<file path="config.mk">
export PLATFORM = sky130hd
export DESIGN_NAME = lscrc_target
export DESIGN_NICKNAME = d
export VERILOG_FILES = /design/src/verilog/lscrc_pkg.sv /design/src/verilog/lscrc_target.sv
export SDC_FILE = /design/constraint.sdc
export NUM_CORES = 1
export LEC_CHECK = 0
export ABC_CLOCK_PERIOD_IN_PS = 2500
export BUFFER_PORTS_ARGS = -buffer_cell sky130_fd_sc_hd__buf_4
export CAP_MARGIN = 20
export CORE_MARGIN = 8
export CORE_UTILIZATION = 54
export CTS_BUF_LIST = sky130_fd_sc_hd__clkbuf_4
export CTS_CLUSTER_DIAMETER = 60
export DETAILED_ROUTE_END_ITERATION = 8
export GPL_TIMING_DRIVEN = 0
export PLACE_DENSITY_LB_ADDON = 0.12
export REMOVE_ABC_BUFFERS = 1
export SKIP_CTS_REPAIR_TIMING = 1
export SLEW_MARGIN = 20
export SYNTH_ARGS = -nofsm -noshare
export SYNTH_HDL_FRONTEND = slang
export SYNTH_SLANG_ARGS = --single-unit
export TNS_END_PERCENT = 50
</file>
<file path="constraint.sdc">
create_clock -name clk -period 2.5 [get_ports clk]
set_clock_uncertainty 0.05 [all_clocks]
set_input_delay 0.625 -clock clk [delete_from_list [all_inputs] [get_ports clk]]
set_output_delay 0.625 -clock clk [all_outputs]
set_load 0.1 [all_outputs]
</file>
<file path="src/verilog/lscrc_pkg.sv">
package lscrc_pkg;

	// Nibble codes on the multiplexed address/data lines
	localparam logic [3:0] NIB_START  = 4'h0;
	localparam logic [3:0] SYNC_READY = 4'h0;
	localparam logic [3:0] SYNC_LONG  = 4'h6;
	localparam logic [3:0] SYNC_ERR   = 4'hA;
	localparam logic [3:0] NIB_TAR    = 4'hF;

	// Cycle type nibble layout
	localparam int         TYPE_MSB = 3;
	localparam int         TYPE_LSB = 2;
	localparam int         DIR_BIT  = 1;
	localparam logic [1:0] TYPE_IO  = 2'h0;
	localparam logic [1:0] TYPE_MEM = 2'h1;

	localparam logic [2:0] IO_ADDR_NIBS  = 3'h4;
	localparam logic [3:0] MEM_ADDR_NIBS = 4'h8;

	localparam int         MIN_WAIT_SYNCS  = 2;
	localparam int         MAX_WAIT_STATES = 8;
	localparam logic [3:0] WAIT_SAT        = 4'hF;
	localparam logic [1:0] CR_HOLD_EDGES   = 2'h2;
	localparam logic [1:0] CR_HIGH_SAMPLES = 2'h2;

	typedef enum logic [3:0] {
		B_IDLE  = 4'b0000,
		B_CTYPE = 4'b0001,
		B_ADDR  = 4'b0010,
		B_WDATA = 4'b0011,
		B_TAR1  = 4'b0100,
		B_TAR2  = 4'b0101,
		B_SYNC  = 4'b0110,
		B_RDY   = 4'b0111,
		B_RDL   = 4'b1000,
		B_RDH   = 4'b1001,
		B_TARO  = 4'b1010
	} lscrc_bus_state_t;

	typedef enum logic [1:0] {
		CR_IDLE  = 2'b00,
		CR_DRIVE = 2'b01
	} lscrc_cr_state_t;

	typedef struct packed {
		logic        write;
		logic        mem;
		logic [31:0] addr;
		logic [7:0]  wdata;
	} lscrc_req_t;

	typedef struct packed {
		logic [3:0] ladOut;
		logic       ladOe;
		logic       clkrunOut;
		logic       clkrunOe;
	} lscrc_pins_t;

	typedef struct packed {
		logic [31:0] base;
		logic [31:0] mask;
		logic        valid;
	} lscrc_window_t;

endpackage : lscrc_pkg

</file>
<file path="src/verilog/lscrc_target.sv">
`timescale 1ns/10ps
// Notes on behaviour
// - Claimed register cycles get at least two long-wait syncs before ready.
// - Extra waits while the internal access has not returned its data.
// - Waits always use the long-wait code, never the short one.
// - Cycles follow the bus clock; waits stay within eight unless internally delayed.
// - Error sync is never driven.
// - Power-down asserted then removed without bus reset leaves logic working.
// - Mode 0 keeps the clock-run pin released whatever interrupts do.
// - Mode 1 enables the clock-run pin and interrupt driven restart.
// - Clock-run is open drain: pulled low or released only.
// - Clock-run high means clock stopped or stopping, low means running.
// - Mode 1, line high, interrupt change or new DMA request: pull clock-run low.
// - Hold clock-run low for two bus clock rising edges, then release.
// - Never pull clock-run while the clock source already holds it low.
// - Pull only after the line was seen high on two successive clocks.
// - Any edge on any routed interrupt counts as a change, in every mode.
// - Keep requesting until the change is framed or the DMA request served.
// - Claim only cycles inside our own windows, ignore all others silently.
// - Outputs float during bus reset or power-down.
// - Pulse a wake event whenever bus traffic starts.
module lscrc_target #(
	parameter int IRQ_W    = 16,
	parameter int DRQ_W    = 4,
	parameter int MIN_WAIT = lscrc_pkg::MIN_WAIT_SYNCS,
	parameter int MAX_WAIT = lscrc_pkg::MAX_WAIT_STATES
) (
	input  wire logic                    clk,
	input  wire logic                    srst,
	input  wire logic                    lclk,
	input  wire logic                    lframeN,
	input  wire logic [3:0]              ladIn,
	input  wire logic                    lresetN,
	input  wire logic                    lpcpdN,
	input  wire logic                    clkrunNIn,
	input  wire logic                    serialIrqEnableMode,
	input  wire logic [IRQ_W-1:0]        irqIn,
	input  wire logic [DRQ_W-1:0]        drqIn,
	input  wire logic                    sirqFrameDone,
	input  wire logic                    dmaServed,
	input  wire lscrc_pkg::lscrc_window_t ioWindow,
	input  wire lscrc_pkg::lscrc_window_t memWindow,
	input  wire logic                    ackValid,
	input  wire logic [7:0]              ackData,
	output lscrc_pkg::lscrc_pins_t       pins,
	output logic                         reqValid,
	output lscrc_pkg::lscrc_req_t        req,
	output logic                         busTrafficWake
);
	import lscrc_pkg::*;

	generate
		if (MIN_WAIT < 2 || MIN_WAIT > MAX_WAIT || MAX_WAIT > 14 || IRQ_W < 1 || DRQ_W < 1) begin : g_bad
			$error("lscrc_target: unsupported parameter values");
		end
	endgenerate

	localparam int SW = 9 + IRQ_W + DRQ_W;
	localparam logic [3:0] MIN_WAIT_L = 4'(MIN_WAIT);

	function automatic logic windowHit(input logic [31:0] a, input lscrc_window_t w);
		windowHit = w.valid && ((a & ~w.mask) == (w.base & ~w.mask));
	endfunction : windowHit

	// Every pin input passes two flops; only the second stage is read below
	logic [SW-1:0] sync1_reg;
	logic [SW-1:0] sync2_reg;
	always_ff @(posedge clk) begin
		sync1_reg <= {lclk, lframeN, ladIn, lresetN, lpcpdN, clkrunNIn, irqIn, drqIn};
		sync2_reg <= sync1_reg;
	end

	logic             lclkS;
	logic             lframeS;
	logic [3:0]       ladS;
	logic             lresetS;
	logic             lpcpdS;
	logic             clkrunS;
	logic [IRQ_W-1:0] irqS;
	logic [DRQ_W-1:0] drqS;
	assign {lclkS, lframeS, ladS, lresetS, lpcpdS, clkrunS, irqS, drqS} = sync2_reg;

	logic             lclkPrev_reg;
	logic [IRQ_W-1:0] irqPrev_reg;
	logic [DRQ_W-1:0] drqPrev_reg;
	always_ff @(posedge clk) begin
		lclkPrev_reg <= lclkS;
		irqPrev_reg  <= irqS;
		drqPrev_reg  <= drqS;
	end

	logic lclkRise;
	logic busAbort;
	assign lclkRise = lclkS & ~lclkPrev_reg;
	assign busAbort = ~lresetS | ~lpcpdS;

	// Bus cycle engine
	lscrc_bus_state_t busState_reg, busNext;
	logic [3:0]  nib_reg, nibNext;
	logic [3:0]  wait_reg, waitNext;
	logic        cWr_reg, cWrNext;
	logic        cMem_reg, cMemNext;
	logic [31:0] addr_reg, addrNext;
	logic [7:0]  wdata_reg, wdataNext;
	logic [7:0]  rdata_reg, rdataNext;
	logic        ready_reg, readyNext;
	logic [3:0]  ladOut_reg, ladOutNext;
	logic        ladOe_reg, ladOeNext;
	logic        reqValid_reg, reqValidNext;
	lscrc_req_t  req_reg, reqNext;
	logic        wake_reg, wakeNext;

	always_comb begin
		busNext      = busState_reg;
		nibNext      = nib_reg;
		waitNext     = wait_reg;
		cWrNext      = cWr_reg;
		cMemNext     = cMem_reg;
		addrNext     = addr_reg;
		wdataNext    = wdata_reg;
		rdataNext    = ackValid ? ackData : rdata_reg;
		readyNext    = ready_reg | ackValid;
		ladOutNext   = ladOut_reg;
		ladOeNext    = ladOe_reg;
		reqValidNext = 1'b0;
		reqNext      = req_reg;
		wakeNext     = 1'b0;
		if (busAbort) begin
			busNext   = B_IDLE;
			ladOeNext = 1'b0;
			readyNext = 1'b0;
		end else if (lclkRise) begin
			if (!lframeS) begin
				// Start or host abort; either way our drivers let go
				ladOeNext = 1'b0;
				readyNext = 1'b0;
				busNext   = B_IDLE;
				if (ladS == NIB_START) begin
					busNext  = B_CTYPE;
					wakeNext = 1'b1;
				end
			end else begin
				case (busState_reg)
					B_IDLE: begin
						busNext = B_IDLE;
					end
					B_CTYPE: begin
						cWrNext  = ladS[DIR_BIT];
						cMemNext = (ladS[TYPE_MSB:TYPE_LSB] == TYPE_MEM);
						addrNext = '0;
						nibNext  = '0;
						if (ladS[TYPE_MSB:TYPE_LSB] == TYPE_IO || ladS[TYPE_MSB:TYPE_LSB] == TYPE_MEM) begin
							busNext = B_ADDR;
						end else begin
							busNext = B_IDLE;
						end
					end
					B_ADDR: begin
						addrNext = {addr_reg[27:0], ladS};
						nibNext  = nib_reg + 4'h1;
						if (nibNext == (cMem_reg ? MEM_ADDR_NIBS : {1'b0, IO_ADDR_NIBS})) begin
							nibNext = '0;
							busNext = cWr_reg ? B_WDATA : B_TAR1;
						end
					end
					B_WDATA: begin
						nibNext = nib_reg + 4'h1;
						if (nib_reg == 4'h0) begin
							wdataNext[3:0] = ladS;
						end else begin
							wdataNext[7:4] = ladS;
							busNext        = B_TAR1;
						end
					end
					B_TAR1: begin
						if (windowHit(addr_reg, cMem_reg ? memWindow : ioWindow)) begin
							reqValidNext = 1'b1;
							reqNext      = '{write: cWr_reg, mem: cMem_reg, addr: addr_reg, wdata: wdata_reg};
							readyNext    = 1'b0;
							busNext      = B_TAR2;
						end else begin
							busNext = B_IDLE;
						end
					end
					B_TAR2: begin
						ladOutNext = SYNC_LONG;
						ladOeNext  = 1'b1;
						waitNext   = 4'h1;
						busNext    = B_SYNC;
					end
					B_SYNC: begin
						if (wait_reg >= MIN_WAIT_L && ready_reg) begin
							ladOutNext = SYNC_READY;
							busNext    = B_RDY;
						end else begin
							ladOutNext = SYNC_LONG;
							if (wait_reg != WAIT_SAT) begin
								waitNext = wait_reg + 4'h1;
							end
						end
					end
					B_RDY: begin
						if (cWr_reg) begin
							ladOutNext = NIB_TAR;
							busNext    = B_TARO;
						end else begin
							ladOutNext = rdata_reg[3:0];
							busNext    = B_RDL;
						end
					end
					B_RDL: begin
						ladOutNext = rdata_reg[7:4];
						busNext    = B_RDH;
					end
					B_RDH: begin
						ladOutNext = NIB_TAR;
						busNext    = B_TARO;
					end
					B_TARO: begin
						ladOeNext = 1'b0;
						busNext   = B_IDLE;
					end
					default: begin
						ladOeNext = 1'b0;
						busNext   = B_IDLE;
					end
				endcase
			end
		end
	end

	always_ff @(posedge clk) begin
		if (srst) begin
			busState_reg <= B_IDLE;
			nib_reg      <= '0;
			wait_reg     <= '0;
			cWr_reg      <= 1'b0;
			cMem_reg     <= 1'b0;
			addr_reg     <= '0;
			wdata_reg    <= '0;
			rdata_reg    <= '0;
			ready_reg    <= 1'b0;
			ladOut_reg   <= NIB_TAR;
			ladOe_reg    <= 1'b0;
			reqValid_reg <= 1'b0;
			req_reg      <= '0;
			wake_reg     <= 1'b0;
		end else begin
			busState_reg <= busNext;
			nib_reg      <= nibNext;
			wait_reg     <= waitNext;
			cWr_reg      <= cWrNext;
			cMem_reg     <= cMemNext;
			addr_reg     <= addrNext;
			wdata_reg    <= wdataNext;
			rdata_reg    <= rdataNext;
			ready_reg    <= readyNext;
			ladOut_reg   <= ladOutNext;
			ladOe_reg    <= ladOeNext;
			reqValid_reg <= reqValidNext;
			req_reg      <= reqNext;
			wake_reg     <= wakeNext;
		end
	end

	// Clock restart request. Edges are seen through the synchroniser, so the
	// pull starts a few system clocks after the change rather than instantly.
	lscrc_cr_state_t crState_reg, crNext;
	logic       irqPend_reg, irqPendNext;
	logic       drqPend_reg, drqPendNext;
	logic [1:0] crHigh_reg, crHighNext;
	logic [1:0] crEdges_reg, crEdgesNext;
	logic       crOe_reg, crOeNext;

	always_comb begin
		crNext      = crState_reg;
		crHighNext  = crHigh_reg;
		crEdgesNext = crEdges_reg;
		crOeNext    = crOe_reg;
		// Set wins over clear so a change in the frame-done cycle is kept
		irqPendNext = (|(irqS ^ irqPrev_reg)) | (irqPend_reg & ~sirqFrameDone);
		drqPendNext = (|(drqS & ~drqPrev_reg)) | (drqPend_reg & ~dmaServed);
		if (lclkRise) begin
			if (clkrunS && crHigh_reg != CR_HIGH_SAMPLES) begin
				crHighNext = crHigh_reg + 2'h1;
			end else if (!clkrunS) begin
				crHighNext = '0;
			end
		end
		if (busAbort || !serialIrqEnableMode) begin
			crNext   = CR_IDLE;
			crOeNext = 1'b0;
		end else begin
			case (crState_reg)
				CR_IDLE: begin
					if ((irqPend_reg || drqPend_reg) && clkrunS && crHigh_reg == CR_HIGH_SAMPLES) begin
						crNext      = CR_DRIVE;
						crOeNext    = 1'b1;
						crEdgesNext = '0;
						crHighNext  = '0;
					end
				end
				CR_DRIVE: begin
					if (lclkRise) begin
						crEdgesNext = crEdges_reg + 2'h1;
						if (crEdgesNext == CR_HOLD_EDGES) begin
							crNext   = CR_IDLE;
							crOeNext = 1'b0;
						end
					end
				end
				default: begin
					crNext   = CR_IDLE;
					crOeNext = 1'b0;
				end
			endcase
		end
	end

	always_ff @(posedge clk) begin
		if (srst) begin
			crState_reg <= CR_IDLE;
			irqPend_reg <= 1'b0;
			drqPend_reg <= 1'b0;
			crHigh_reg  <= '0;
			crEdges_reg <= '0;
			crOe_reg    <= 1'b0;
		end else begin
			crState_reg <= crNext;
			irqPend_reg <= irqPendNext;
			drqPend_reg <= drqPendNext;
			crHigh_reg  <= crHighNext;
			crEdges_reg <= crEdgesNext;
			crOe_reg    <= crOeNext;
		end
	end

	assign pins           = '{ladOut: ladOut_reg, ladOe: ladOe_reg, clkrunOut: 1'b0, clkrunOe: crOe_reg};
	assign reqValid       = reqValid_reg;
	assign req            = req_reg;
	assign busTrafficWake = wake_reg;
endmodule : lscrc_target

</file>
[Yosys cells after proc, flatten, opt, wreduce, memory -nomap -nowiden]
Index checks and enable logic that the tools add are counted.
W data, S select, Z words.
Storage, ports and cells
  flip-flop bits (word level): 200
  latch bits: 0
  bits in writable memories: 0
  bits in read-only memories: 0
  bits of input ports: 173
  output and inout port bits: 51
  word-level logic and storage cells: 168
  memories: 0
Cells by class
  $add $sub $neg: 4
  $mul: 0
  div/mod/pow operators: 0
  magnitude comparators: 1
  equal/unequal tests: 26
  shifts and indexed selects: 0
  mux-type cells: 46
  bitwise gates (word level): 24
  reductions and logical operators: 38
Operator list (number)
  $mux W65: 1
  $and A32 B32 Y32: 2
  $pmux W32 S2: 1
  $mux W4: 9
  $pmux W4 S9: 1
  $eq A32 B32 Y1: 1
  $not A32 Y32: 1
  $mux W2: 13
  $reduce_and A4 Y1: 6
  $pmux W4 S5: 1
  $eq A4 B3 Y1 const B: 4
  $reduce_or A16 Y1: 1
  $xor A16 B16 Y16: 1
  $reduce_and A5 Y1: 3
  $ne A2 B2 Y1 const B: 7
  $logic_not A4 Y1: 3
  $pmux W4 S3: 1
  $mux W1: 11
  $not A1 Y1: 11
  $mux W3: 3
  $ne A3 B3 Y1 const B: 3
  $reduce_or A9 Y1: 1
  $add A4 B1 Y4 const B: 2
  $eq A4 B2 Y1 const B: 2
  other kinds (28): 50

[Depth between registers and ports, before layout]
  depth in word-level cells: 9
  depth in mapped cells: 10
  depth with buffers taken out: 8

[Worst setup path before layout]
OpenSTA, ideal clock, no wires.
  path type: input port to flip-flop
  start point: input memWindow[58] (netlist bit)
  end point: register req_reg (netlist bit req[29])
  setup time: 0.132 ns
  arrival time: 2.167 ns
  data required time: 2.318 ns
  path slack: 0.150 ns
  stages: 9
  path buffers: 2
  path through: xnor2_1 > o2bb2ai_1 > a2111oi_2 > o211ai_1 > or3_1 > buf_2 > buf_6 > o21ai_1 > a21oi_1
On the way
  word-level cells in the longest chain between the ends: 5
Ends and longest elaborated chain
  start: declaration: line lscrc_target.sv:42  | input wire lscrc_pkg::lscrc_window_t memWindow,
  $mux W65: line lscrc_target.sv:176  | if (windowHit(addr_reg, cMem_reg ? memWindow : ioWindow)) begin
  $and A32 B32 Y32: line lscrc_target.sv:62  | windowHit = w.valid && ((a & ~w.mask) == (w.base & ~w.mask));
  $eq A32 B32 Y1: line lscrc_target.sv:62
  $logic_and A1 B1 Y1: line lscrc_target.sv:62
  $reduce_and A5 Y1 (no source line)
  end signal: assignment: line lscrc_target.sv:261  | req_reg <= reqNext;
  end: declaration: line lscrc_target.sv:110  | lscrc_req_t req_reg, reqNext;
Every way passes these cells.
A chain may end at the register's enable or synchronous reset.

[Worst setup path in the final report]
  start point: register busState_reg[0]
  end point: register req_reg (netlist bit req[7])
On the way
  word-level cells in the longest chain between the ends: 2
Ends and longest elaborated chain
  start: declaration: line lscrc_target.sv:98  | lscrc_bus_state_t busState_reg, busNext;
  start signal: assignment: line lscrc_target.sv:249  | busState_reg <= busNext;
  $eq A4 B3 Y1: line lscrc_target.sv:143  | case (busState_reg)
  $reduce_and A5 Y1 (no source line)
Every way passes these cells.

==> impl_metrics.toml <==
[clock_network]
cts_tree = "built"
clock_latency_ns = 0.59
clkSlewWorstSetupHoldPaths_ns = 0.19
cts_root_buf = "clkbuf_4"
numCtsBuffers = 17
cts.sinks = 198
htreeDepth = 4
cts_buffer_depth = 2

[grt]
globalRouteTotalUtil_pct = 22.88
grt_pass1_vias = 6813
grt_antenna_before_repair = 1
grt-ovfl-total = 0
grt_max_degree = 109
grt_pass1_wl_um = 34040

[synth]
synth-seq-cells = 198
synth_top_area_share_pct = 50.71
yosysTopAreaCell = "dfxtp_1"
ys_types = 59
ys_warn_count = 0
synthCells = 851
synth-edff-count = 0
synth.area.top_cells = "dfxtp_1, xnor2_1, a21oi_1"
syn_area_um2 = 7816
yosysSeqAreaShare_pct = 50.71
synth-main-ff-cell = "dfxtp_1"
avgSynthCellArea_um2 = 9.185
async_flop_share_pct = 0

[final_layout]
final_cells = 1257
largest_register_ffs = 42
mostFrequentLayoutCells = "buf_4, dfxtp_1, a21oi_1"
fill_cells = 1168
layout-drive-gt1-share_pct = 28.73
final_common_cell = "buf_4"
fin_nets = 1238
syn_to_final_growth_pct = 30.59

[detailed_routing]
num_vias = 7027
first_pass_iters = 6
drtIter0Drc = 566
wirelength_um = 22100
drc = 0
viasPerCell = 5.590
drt.antenna.violating_nets = 0
post_drt_wl_per_cell_um = 17.58

[power]
vdd.ir_drop.worst_mv = 0.8951
pwr-share-comb_pct = 7.8
pwr-share-clk_pct = 33.9
internal_power_uw = 4121
seqPwrFrac_pct = 58.3
switchingPower_uw = 1498
p_per_area_nw_per_um2 = 550.4
sw_frac_of_total_pct = 26.66
p_leak_uw = 0.003897

[sta]
drv_slew = 0
tightestPinTransition_ns = 0.6820
hold_viol_final = 0
final.period_utilization_pct = 98.97
fmax_mhz = 404.2
rsz0062_at_grt = "yes"
relSlewSlack_pct = 54.53
setup_viol = 0
whs_ns = 0.06982
post-route-min-period_ns = 2.474

[critical_path]
crit_arrival_ns = 2.89
end_kind = "register"
start_kind = "register"
cp.required_ns = 2.91
crit_path_max_fanout = 24
crit_type = "reg -> reg"

[placement]
dpl.cell_count = 1209
io_buffer_count = 222
place_congestion = 0.8441
dp_hpwl_um = 15720

[floorplan]
fp.dieH_um = 136.3
coreArea_um2 = 14310
start_util_pct = 54.61
ioPinCount = 224
num_rows = 44
die_area_um2 = 18580
die-width_um = 136.3

[status]
outcome = "finished, final reports clean"

[hold_path]
hold_class = "in -> reg"

[flow_run]
maxCapViolCount = 0
## final timing paths
kind | startpoint | endpoint | slack, ns | cells past startpoint
hold / removal | drqIn[0] | sync1_reg[0] | 0.07 | 1
hold reg to reg | sync1_reg[9] | sync2_reg[9] | 0.29 | 0
setup / recovery | busState_reg[0] | req[7] | 0.03 | 8
setup reg to reg | busState_reg[0] | req[7] | 0.03 | 8
## power groups by stage
stage | Clock, uW | Combinational [uW] | Sequential [uW]
final | 1910 | 437 | 3270
after global routing | 2090 | 471 | 3290
after CTS | 1950 | 428 | 3280
after detailed placement | 0 | 428 | 3350
after global placement | 0 | 416 | 3340
after floorplan | 0 | 151 | 3330
## synth_stat cells (4+ instances only)
cell	instances
inv_1	12
nor4_1	5
a22oi_1	5
buf_6	4
nand3_1	39
buf_1	4
xnor2_1	78
clkbuf_1	30
ha_1	6
nand2b_1	7
a31oi_1	5
nor2b_1	7
or3_1	4
mux2i_1	19
a21oi_1	84
dfxtp_1	198
nand4_1	48
nor3_1	30
nor2_1	59
o211ai_1	5
o22ai_1	26
buf_2	16
o21ai_1	37
o21ai_0	17
nand2_1	57
## critical path: stages (launching register included)
cell	delay [ns]
dfxtp_4	0.47
nor2_1	0.15
nand4_1	0.17
a2111oi_2	0.29
o211ai_1	0.14
buf_4	0.18
or3_2	0.63
o21ai_1	0.18
a21oi_1	0.08
## layout make-up
cell class	count	area (um^2)	area share [%]
inverters	12	45.04	0.4413
flip-flops and latches	198	3985	39.04
diodes	1	2.502	0.02452
repair buffers	244	1976	19.36
multi-input cells	586	3608	35.35
well taps	184	230.2	2.255
clock buffers	17	127.6	1.250
clock inverters	15	232.7	2.280
## layer usage
layer / GRT usage (%) / share of wire [%] / vias to the layer above
met2: 38.60 / 49 / 225
met3: 5.913 / 6.9 / 25
met1: 28.36 / 43 / 3316
li1: - / - / 3461
met5: 0 / 0 / -
met4: 6.101 / 1.2 / 0
## through the flow
step	setup TNS (ns)	utilization, %	total power [uW]	area, um^2	setup WS, ns
CTS	-50.63	69.76	5657	9985	-0.8382
finish	0	71.31	5619	10210	0.02573
global placement	-120.65	65.94	3758	9438	-2.174
detailed placement	-47.59	67.24	3773	9624	-0.8125
floorplan	-27.25	-	3484	7541	-0.9758
global route	-2.503	71.31	5850	10210	-0.1249
## cell families (layout without fill, tap and decap cells)
family / count (synthesis) / in the layout / share of synthesized area (%)
mux: 20 / 20 / 2.577
other cells: 1 / 2 / 0.04798
compound gates: 213 / 214 / 16.22
simple gates: 264 / 265 / 16.42
fa+ha+maj: 6 / 6 / 0.9604
xor+xnor: 80 / 80 / 8.964
buf+inv: 69 / 288 / 4.098
flops: 198 / 198 / 50.71
(Power assumes the default switching activity.)
